`src/hw/supply_supervisor_cfg.svh`:
```
// Timing counts and control field positions of the supply supervisor block
`ifndef SUPPLY_SUPERVISOR_CFG_SVH
`define SUPPLY_SUPERVISOR_CFG_SVH
`define CLK_MHZ               25
`define WAKE_SLOW_US          150
`define WAKE_FAST_US          2
`define SETTLE_SLOW_US        150
`define SETTLE_FAST_US        2
`define WAKE_SLOW_CYC         (`WAKE_SLOW_US * `CLK_MHZ)
`define WAKE_FAST_CYC         (`WAKE_FAST_US * `CLK_MHZ)
`define SETTLE_SLOW_CYC       (`SETTLE_SLOW_US * `CLK_MHZ)
`define SETTLE_FAST_CYC       (`SETTLE_FAST_US * `CLK_MHZ)
`define CNT_W                 12
// Low-side control field positions
`define LOW_SUP_EN_BIT        0
`define LOW_SUP_FP_BIT        1
`define LOW_SUP_KEEP_BIT      2
`define LOW_MON_EN_BIT        3
`define LOW_MON_FP_BIT        4
`define LOW_AUTO_BIT          5
// High-side control field positions
`define HIGH_SUP_EN_BIT       0
`define HIGH_SUP_FP_BIT       1
`define HIGH_SUP_KEEP_BIT     2
`define HIGH_MON_EN_BIT       3
`define HIGH_MON_FP_BIT       4
`define HIGH_AUTO_BIT         5
`define HIGH_OVP_BIT          6
`define CTL_W                 8
`define CTL_RESET             8'h00
`endif

```
`src/hw/supply_supervisor_pkg.sv`:
```
// Types shared by the supply supervisor design files
package supply_supervisor_pkg;
  typedef enum logic [1:0] {
    SUP_OFF  = 2'b00,
    SUP_NORM = 2'b01,
    SUP_FULL = 2'b10
  } sup_state_e;
  typedef enum logic [1:0] {
    PM_ACTIVE = 2'b00,
    PM_LIGHT  = 2'b01,
    PM_DEEP   = 2'b10
  } power_mode_e;
  typedef enum logic [1:0] {
    WK_IDLE = 2'b00,
    WK_HOLD = 2'b01,
    WK_RUN  = 2'b10
  } wake_state_e;
endpackage

```
`src/hw/timer_if.sv`:
```
// Start strobe, load count and busy level between the block and its delay timers
`timescale 1ns/1ns
`default_nettype none
interface timer_if;
  logic        start;
  logic [11:0] load;
  logic        busy;
  modport ctrl (output start, output load, input busy);
  modport tmr  (input start, input load, output busy);
endinterface // timer_if
`default_nettype wire

```
`src/hw/delay_timer.sv`:
```
// Reloadable down-counter that stays busy until its count expires
`timescale 1ns/1ns
`default_nettype none
`include "supply_supervisor_cfg.svh"
module delay_timer
(
  // Clock and reset
  input  wire logic  clk_i,
  input  wire logic  resetn_i,
  // Control
  timer_if.tmr       t
);
  logic [`CNT_W-1:0] cnt_ff;
  logic [`CNT_W-1:0] nxt_cnt;

  always_comb
  begin
    nxt_cnt = cnt_ff;
    if (t.start)
    begin
      nxt_cnt = t.load;
    end
    else if (cnt_ff != '0)
    begin
      nxt_cnt = cnt_ff - 1'b1;
    end
  end

  always_ff @(posedge clk_i or negedge resetn_i)
  begin
    if (!resetn_i)
    begin
      cnt_ff <= '0;
    end
    else
    begin
      cnt_ff <= nxt_cnt;
    end
  end

  assign t.busy = (cnt_ff != '0);
endmodule // delay_timer
`default_nettype wire

```
`src/hw/supply_supervisor_mode_control.sv`:
```
// Supervisor mode control, wake-up hold-off and settling delay flags
//
// Summary of operation
// - Normal-mode low side holds CPU 150 us.
// - Off or full-performance low side holds 2 us.
// - Full-performance low side settles in 2 us.
// - Normal low side settles in 150 us.
// - Off or full-performance low side: fast wake.
// - Normal low supervisor: slow 150 us wake.
// - Control writes raise delay flags until settled.
// - High auto with normal monitor: off asleep.
// - Manual keep bit holds high side powered.
// - Overvoltage enable makes monitor issue reset.
`timescale 1ns/1ns
`default_nettype none
`include "supply_supervisor_cfg.svh"
module supply_supervisor_mode_control
  import supply_supervisor_pkg::*;
(
  // Clock and reset
  input  wire logic              clk_i,
  input  wire logic              resetn_i,
  // Control register writes
  input  wire logic              low_ctl_we_i,
  input  wire logic              high_ctl_we_i,
  input  wire logic [`CTL_W-1:0] ctl_wdata_i,
  // Power mode and wake-up
  input  wire logic [1:0]        power_mode_i,
  input  wire logic              wake_i,
  // Comparator inputs
  input  wire logic              low_supervisor_trip_i,
  input  wire logic              high_supervisor_trip_i,
  input  wire logic              high_monitor_over_i,
  // Status
  output logic [`CTL_W-1:0]      low_ctl_o,
  output logic [`CTL_W-1:0]      high_ctl_o,
  output logic                   low_side_delay_flag_o,
  output logic                   high_side_delay_flag_o,
  output logic                   fast_wake_o,
  output logic                   cpu_hold_o,
  // Supervisor states
  output logic [1:0]             low_supervisor_state_o,
  output logic [1:0]             low_monitor_state_o,
  output logic [1:0]             high_supervisor_state_o,
  output logic [1:0]             high_monitor_state_o,
  // Reset request
  output logic                   por_req_o
);
  // Delay lengths in clock cycles
  localparam logic [`CNT_W-1:0] WAKE_SLOW  = `CNT_W'(`WAKE_SLOW_CYC);
  localparam logic [`CNT_W-1:0] WAKE_FAST  = `CNT_W'(`WAKE_FAST_CYC);
  localparam logic [`CNT_W-1:0] SET_SLOW   = `CNT_W'(`SETTLE_SLOW_CYC);
  localparam logic [`CNT_W-1:0] SET_FAST   = `CNT_W'(`SETTLE_FAST_CYC);

  logic [`CTL_W-1:0] low_ctl_ff;
  logic [`CTL_W-1:0] nxt_low_ctl;
  logic [`CTL_W-1:0] high_ctl_ff;
  logic [`CTL_W-1:0] nxt_high_ctl;
  wake_state_e       wake_ff;
  wake_state_e       nxt_wake;
  logic              por_ff;
  logic              nxt_por;
  logic [1:0]        lss_ff;
  logic [1:0]        lms_ff;
  logic [1:0]        hss_ff;
  logic [1:0]        hms_ff;
  logic [1:0]        nxt_lss;
  logic [1:0]        nxt_lms;
  logic [1:0]        nxt_hss;
  logic [1:0]        nxt_hms;

  timer_if settle_low ();
  timer_if settle_high ();
  timer_if wake_tmr ();

  delay_timer u_settle_low
  (
    .clk_i    (clk_i),
    .resetn_i (resetn_i),
    .t        (settle_low.tmr)
  );

  delay_timer u_settle_high
  (
    .clk_i    (clk_i),
    .resetn_i (resetn_i),
    .t        (settle_high.tmr)
  );

  delay_timer u_wake
  (
    .clk_i    (clk_i),
    .resetn_i (resetn_i),
    .t        (wake_tmr.tmr)
  );

  // Field decode
  logic ls_en;
  logic ls_fp;
  logic ls_keep;
  logic lm_en;
  logic lm_fp;
  logic l_auto;
  logic hs_en;
  logic hs_fp;
  logic hs_keep;
  logic hm_en;
  logic hm_fp;
  logic h_auto;
  logic ovp_en;
  logic low_fast;
  logic asleep;

  assign ls_en   = low_ctl_ff[`LOW_SUP_EN_BIT];
  assign ls_fp   = low_ctl_ff[`LOW_SUP_FP_BIT];
  assign ls_keep = low_ctl_ff[`LOW_SUP_KEEP_BIT];
  assign lm_en   = low_ctl_ff[`LOW_MON_EN_BIT];
  assign lm_fp   = low_ctl_ff[`LOW_MON_FP_BIT];
  assign l_auto  = low_ctl_ff[`LOW_AUTO_BIT];
  assign hs_en   = high_ctl_ff[`HIGH_SUP_EN_BIT];
  assign hs_fp   = high_ctl_ff[`HIGH_SUP_FP_BIT];
  assign hs_keep = high_ctl_ff[`HIGH_SUP_KEEP_BIT];
  assign hm_en   = high_ctl_ff[`HIGH_MON_EN_BIT];
  assign hm_fp   = high_ctl_ff[`HIGH_MON_FP_BIT];
  assign h_auto  = high_ctl_ff[`HIGH_AUTO_BIT];
  assign ovp_en  = high_ctl_ff[`HIGH_OVP_BIT];
  // Light sleep keeps the active-mode states; only deep sleep changes them
  assign asleep  = (power_mode_i == PM_DEEP);

  // Slow wake only when an enabled low-side unit runs in normal mode
  assign low_fast = !((ls_en && !ls_fp) || (lm_en && !lm_fp));

  // Control registers and settling timers
  always_comb
  begin
    nxt_low_ctl  = low_ctl_ff;
    nxt_high_ctl = high_ctl_ff;
    if (low_ctl_we_i)
    begin
      nxt_low_ctl = ctl_wdata_i;
    end
    if (high_ctl_we_i)
    begin
      nxt_high_ctl = ctl_wdata_i;
    end
  end

  // Any control write restarts both settling delays
  assign settle_low.start  = low_ctl_we_i || high_ctl_we_i;
  assign settle_high.start = low_ctl_we_i || high_ctl_we_i;
  // Settling depends on the low-side mode, the one being written on a low-side write
  assign settle_low.load   = (low_ctl_we_i ? ctl_wdata_i[`LOW_SUP_FP_BIT] : ls_fp)
                             ? SET_FAST : SET_SLOW;
  assign settle_high.load  = (low_ctl_we_i ? ctl_wdata_i[`LOW_SUP_FP_BIT] : ls_fp)
                             ? SET_FAST : SET_SLOW;

  // Flags stay high while a timer runs or a write is in progress
  assign low_side_delay_flag_o  = settle_low.busy || settle_low.start;
  assign high_side_delay_flag_o = settle_high.busy || settle_high.start;

  // Per-mode supervisor states
  function automatic logic [1:0] mode_state(input logic en,
                                            input logic fp,
                                            input logic keep,
                                            input logic autoc,
                                            input logic slp);
    logic [1:0] s;
    s = SUP_OFF;
    if (!en)
    begin
      s = SUP_OFF;
    end
    else if (!slp)
    begin
      s = fp ? SUP_FULL : SUP_NORM;
    end
    else if (keep && !autoc)
    begin
      s = fp ? SUP_FULL : SUP_NORM;
    end
    else if (keep && autoc && fp)
    begin
      s = SUP_NORM;
    end
    else
    begin
      s = SUP_OFF;
    end
    return s;
  endfunction

  always_comb
  begin
    // Monitors have no keep bit and pass it as set
    nxt_lss = mode_state(ls_en, ls_fp, ls_keep, l_auto, asleep);
    nxt_lms = mode_state(lm_en, lm_fp, 1'b1, l_auto, asleep);
    // Manual keep holds the high side powered in sleep
    nxt_hss = mode_state(hs_en, hs_fp, hs_keep, h_auto, asleep);
    // Auto control drops a normal-mode high monitor in sleep
    nxt_hms = mode_state(hm_en, hm_fp, 1'b1, h_auto, asleep);
  end

  // Wake-up hold-off of the CPU
  always_comb
  begin
    nxt_wake       = wake_ff;
    wake_tmr.start = 1'b0;
    wake_tmr.load  = low_fast ? WAKE_FAST : WAKE_SLOW;
    case (wake_ff)
      WK_IDLE:
      begin
        if (asleep)
        begin
          nxt_wake = WK_RUN;
        end
      end
      WK_RUN:
      begin
        // Only a wake from deep sleep holds the CPU
        if (wake_i && power_mode_i == PM_DEEP)
        begin
          wake_tmr.start = 1'b1;
          nxt_wake       = WK_HOLD;
        end
        else if (!asleep)
        begin
          nxt_wake = WK_IDLE;
        end
      end
      WK_HOLD:
      begin
        // Release one cycle after the count runs out
        if (!wake_tmr.busy && !wake_tmr.start)
        begin
          nxt_wake = WK_IDLE;
        end
      end
      default:
      begin
        nxt_wake = WK_IDLE;
      end
    endcase
  end

  // Reset requests from tripped supervisors and overvoltage
  always_comb
  begin
    nxt_por = 1'b0;
    if (hms_ff != SUP_OFF && ovp_en && high_monitor_over_i)
    begin
      nxt_por = 1'b1;
    end
    // Supervisor trips count only once settling is over
    if (lss_ff != SUP_OFF && !low_side_delay_flag_o && low_supervisor_trip_i)
    begin
      nxt_por = 1'b1;
    end
    if (hss_ff != SUP_OFF && !high_side_delay_flag_o && high_supervisor_trip_i)
    begin
      nxt_por = 1'b1;
    end
  end

  always_ff @(posedge clk_i or negedge resetn_i)
  begin
    if (!resetn_i)
    begin
      low_ctl_ff  <= `CTL_RESET;
      high_ctl_ff <= `CTL_RESET;
      wake_ff     <= WK_IDLE;
      por_ff      <= 1'b0;
      lss_ff      <= SUP_OFF;
      lms_ff      <= SUP_OFF;
      hss_ff      <= SUP_OFF;
      hms_ff      <= SUP_OFF;
    end
    else
    begin
      low_ctl_ff  <= nxt_low_ctl;
      high_ctl_ff <= nxt_high_ctl;
      wake_ff     <= nxt_wake;
      por_ff      <= nxt_por;
      lss_ff      <= nxt_lss;
      lms_ff      <= nxt_lms;
      hss_ff      <= nxt_hss;
      hms_ff      <= nxt_hms;
    end
  end

  assign low_ctl_o               = low_ctl_ff;
  assign high_ctl_o              = high_ctl_ff;
  assign fast_wake_o             = low_fast;
  assign cpu_hold_o              = (wake_ff == WK_HOLD);
  assign low_supervisor_state_o  = lss_ff;
  assign low_monitor_state_o     = lms_ff;
  assign high_supervisor_state_o = hss_ff;
  assign high_monitor_state_o    = hms_ff;
  assign por_req_o               = por_ff;
endmodule // supply_supervisor_mode_control
`default_nettype wire

```
`config.mk`:
```
export PLATFORM = sky130hd
export DESIGN_NAME = supply_supervisor_mode_control
export DESIGN_NICKNAME = d
export VERILOG_FILES = /design/src/hw/supply_supervisor_pkg.sv /design/src/hw/timer_if.sv /design/src/hw/delay_timer.sv /design/src/hw/supply_supervisor_mode_control.sv
export VERILOG_INCLUDE_DIRS = /design/src /design/src/hw
export SDC_FILE = /design/constraint.sdc
export NUM_CORES = 1
export LEC_CHECK = 0
export ABC_CLOCK_PERIOD_IN_PS = 3700
export CORE_ASPECT_RATIO = 0.9
export CORE_MARGIN = 2
export CORE_UTILIZATION = 55
export DETAILED_ROUTE_END_ITERATION = 10
export DONT_BUFFER_PORTS = 1
export GPL_TIMING_DRIVEN = 0
export PLACE_DENSITY_LB_ADDON = 0.3
export SYNTH_ARGS = -nofsm -noshare
export SYNTH_HDL_FRONTEND = slang
export SYNTH_SLANG_ARGS = --single-unit
```
`constraint.sdc`:
```
create_clock -name clk_i -period 3.7 [get_ports clk_i]
set_clock_uncertainty 0.05 [all_clocks]
set_input_delay 0 -clock clk_i [delete_from_list [all_inputs] [get_ports clk_i]]
set_output_delay 0 -clock clk_i [all_outputs]
set_load 0.05 [all_outputs]
```
==> flow_metrics.tcl <==
set metrics [dict create \
    clkTransAtPathRegs_ns 0.08 \
    fillCellCount 443 \
    status "finished clean" \
    synth-compound-area-share_pct 13.0 \
    syn_area_mm2 0.00314 \
    clock-sinks 63 \
    cap_violations 0 \
    drt_iter0_markers 163 \
    synthMuxAreaShare_pct 4.94 \
    drt_wl_total_mm 6.82 \
    cts_setup_buffers 0 \
    r2r_cells 8 \
    yosysWarnings 0 \
    final_nets 358 \
    antenna_found_initial 0 \
    synth_simple_gate_area_share_pct 21.1 \
    finalCriticalPeriod_ns 2.95 \
    synth_edf_count 0 \
    r2r_setup_slack_ns 0.75 \
    crit_type "flip-flop to flip-flop" \
    vdd_drop_max_uv 541 \
    grt.total_usage_pct 22.9 \
    fin_cells 407 \
    final_common_cell "dfrtp_1" \
    final_util_pct 64.9 \
    synthAdderAreaFrac_pct 3.19 \
    synth_cells 305 \
    io_buffers 0 \
    hold-path-endpoint "high_ctl_o[5]" \
    hold-path-cell-count 3 \
    max_stage_delay_ns 0.59 \
    cts_buffers 9 \
    crit_family "simple AND/OR/NAND/NOR gates" \
    crit_path_start "u_settle_high.cnt_ff[0]" \
    cp_max_fo 10 \
    h-tree-depth 3 \
    clock.fmax_mhz 339 \
    ys_seq_elements 63 \
    worst-path-buf-inv 3 \
    num_antenna_cells 0 \
    die_y_um 75.7 \
    grt_max_degree 64 \
    tns_ns 0 \
    ys.flop_type "dfrtp_1" \
    area_growth_syn_to_layout_pct 15.7 \
    pre_cts_ws_ns 1.35 \
    drive_gt1_share_pct 12.5 \
    dp_hpwl_mm 4.60 \
    grt_remaining_overflow 0 \
    gp_congestion 0.864 \
    cp.required_ns 3.94 \
    synthArstFlopShare_pct 100 \
    path_cells "inv_1 > ha_1 > nor4b_1 > and4b_1 > buf_2 > nand2_1 > o221ai_1 > dlygate4sd3_1" \
    rsz0062_at_grt "no" \
    max_slew_margin_pct 33.4 \
    cts_tree "built" \
    max_slew.worst_pin.slew_ns 0.997 \
    startpoint_type "flip-flop" \
    grt_pass1_wl_mm 11.0 \
    hold_viol 0 \
    wire_per_inst_um 16.8 \
    initial_utilization_pct 56.1 \
    ios 47 \
    setup_ws_ns 0.746 \
    synth.avg_cell_area_um2 10.3 \
    row_count 26 \
    placed_cells 375 \
    ys_types 55 \
    ant_nets 0 \
    hp-class "input port to flip-flop" \
    crit_arrival_ns 3.19 \
    die_x_um 83.6 \
    worstSetupEndpointType "flip-flop" \
    grt_pass1_vias 2237 \
    via_count 2393 \
    cts-root-buf "clkbuf_8" \
    seq_area_frac_synth_pct 50.2 \
    synth_top_family_by_area "simple AND/OR/NAND/NOR gates" \
    powerDensity_mw_per_mm2 564 \
    mostFrequentLayoutCells "dfrtp_1, o21ai_0, nand2_1" \
    p_leak_nw 1.51 \
    core_area_mm2 0.00560 \
    dieArea_mm2 0.00633 \
    r2r_start "u_settle_high.cnt_ff[0]" \
    synth-xor-area-share_pct 4.47 \
    clockBufferDepth 2 \
    cp_slowest_cell "dlygate4sd3_1" \
    worstReg2RegEnd "por_req_o" \
    clock_latency_ns 0.36 \
    drc 0 \
    setup_viol 0 \
    fin_crit_sh_pct 79.8 \
    vias_per_cell 5.88 \
    synth_fp_nets 331 \
    firstDrtPassIters 4 \
    hold_start "high_ctl_we_i" \
    final-max-slew-violation-count 0 \
]
stage by stage:
stage               instance area, um^2  power (mW)  hold slack, ns
floorplan                          3140        1.26          -0.346
global placement                   3230        1.32          -0.343
detailed placement                 3230        1.34          -0.342
CTS                                3630        2.06          0.0567
global route                       3630        2.15           0.106
finish                             3630        2.05          0.0616
where the power goes:
group	leakage (nW)	switching [mW]	internal [mW]
Sequential	0.766	0.215	0.797
Clock	0.114	0.297	0.387
Combinational	0.631	0.180	0.171
cell type report:
type / count / area (um^2) / share of cell area [%]
Buffer: 11 / 51.3 / 1.41
Clock buffer: 9 / 124 / 3.41
Sequential cell: 63 / 1580 / 43.4
Clock inverter: 7 / 104 / 2.86
Tap cell: 70 / 87.6 / 2.41
Timing Repair Buffer: 16 / 178 / 4.89
Multi-Input combinational cell: 219 / 1470 / 40.4
Inverter: 12 / 45.0 / 1.24
cell families (layout without fill, tap and decap cells):
logic type / count (synthesis) / after routing
AOI/OAI and AO/OA: 67 / 67
xor gates and xnor gates: 16 / 16
adders and majority gates: 8 / 8
and+or+nand+nor: 114 / 114
muxes: 14 / 14
buffers and inverters: 23 / 55
DFF: 63 / 63
Yosys cell counts, types with 3 or more instances:
cell type | count | area share [%]
o31ai_1 | 4 | 0.96
a21oi_1 | 17 | 2.7
a21o_1 | 3 | 0.72
xnor2_1 | 10 | 2.8
buf_1 | 3 | 0.36
nor3b_1 | 4 | 0.96
nor2_1 | 19 | 2.3
nand4_1 | 5 | 1.0
or3_1 | 12 | 2.4
or2_2 | 3 | 0.60
or4_1 | 4 | 0.96
inv_1 | 12 | 1.4
ha_1 | 8 | 3.2
nor2b_1 | 6 | 1.2
nor4_1 | 3 | 0.60
clkbuf_1 | 4 | 0.48
o22ai_1 | 3 | 0.60
xor2_1 | 6 | 1.7
mux2_2 | 12 | 4.3
nor3_1 | 10 | 1.6
o211ai_1 | 3 | 0.72
nand2b_1 | 4 | 0.80
nand2_1 | 23 | 2.8
o21ai_0 | 23 | 3.7
nand3b_1 | 3 | 0.72
dfrtp_1 | 63 | 50
sequential cells by signal, summed over array words and instances (netlist names):
register and cells:
high_ctl_o 8, high_monitor_state_o 2, high_supervisor_state_o 2, low_ctl_o 8
low_monitor_state_o 2, low_supervisor_state_o 2, por_req_o 1, u_settle_high.cnt_ff 12
u_settle_low.cnt_ff 12, u_wake.cnt_ff 12, wake_ff 2
tightest hold or removal path: stages:
cell and delay (ns):
buf_1 0.24, nand2_1 0.12, o21ai_0 0.07
routing by layer:
| metal | GRT usage (%) | share of wire, % |
|---|---|---|
| met5 | 0 | 0 |
| met4 | 6.63 | 1.5 |
| met3 | 10.2 | 7.1 |
| met2 | 35.0 | 45 |
| met1 | 30.2 | 47 |
worst max-delay path by stage:
| stage | cells after the start | to | slack [ns] |
|---|---|---|---|
| global route | 8 | por_req_o | 0.59 |
| finish | 8 | por_req_o | 0.75 |
| CTS | 8 | por_req_o | 0.80 |
| detailed placement | 7 | por_req_o | 1.35 |
| global placement | 7 | por_req_o | 1.43 |
| floorplan | 7 | por_req_o | 1.68 |
timing repair:
item | 4_1_cts | 5_1_grt
hold buffers | 16 | 0
hold endpoints to repair | 100 | 0
gates resized for setup | 0 | 0
No activity file was read; power rests on OpenSTA's default activity.
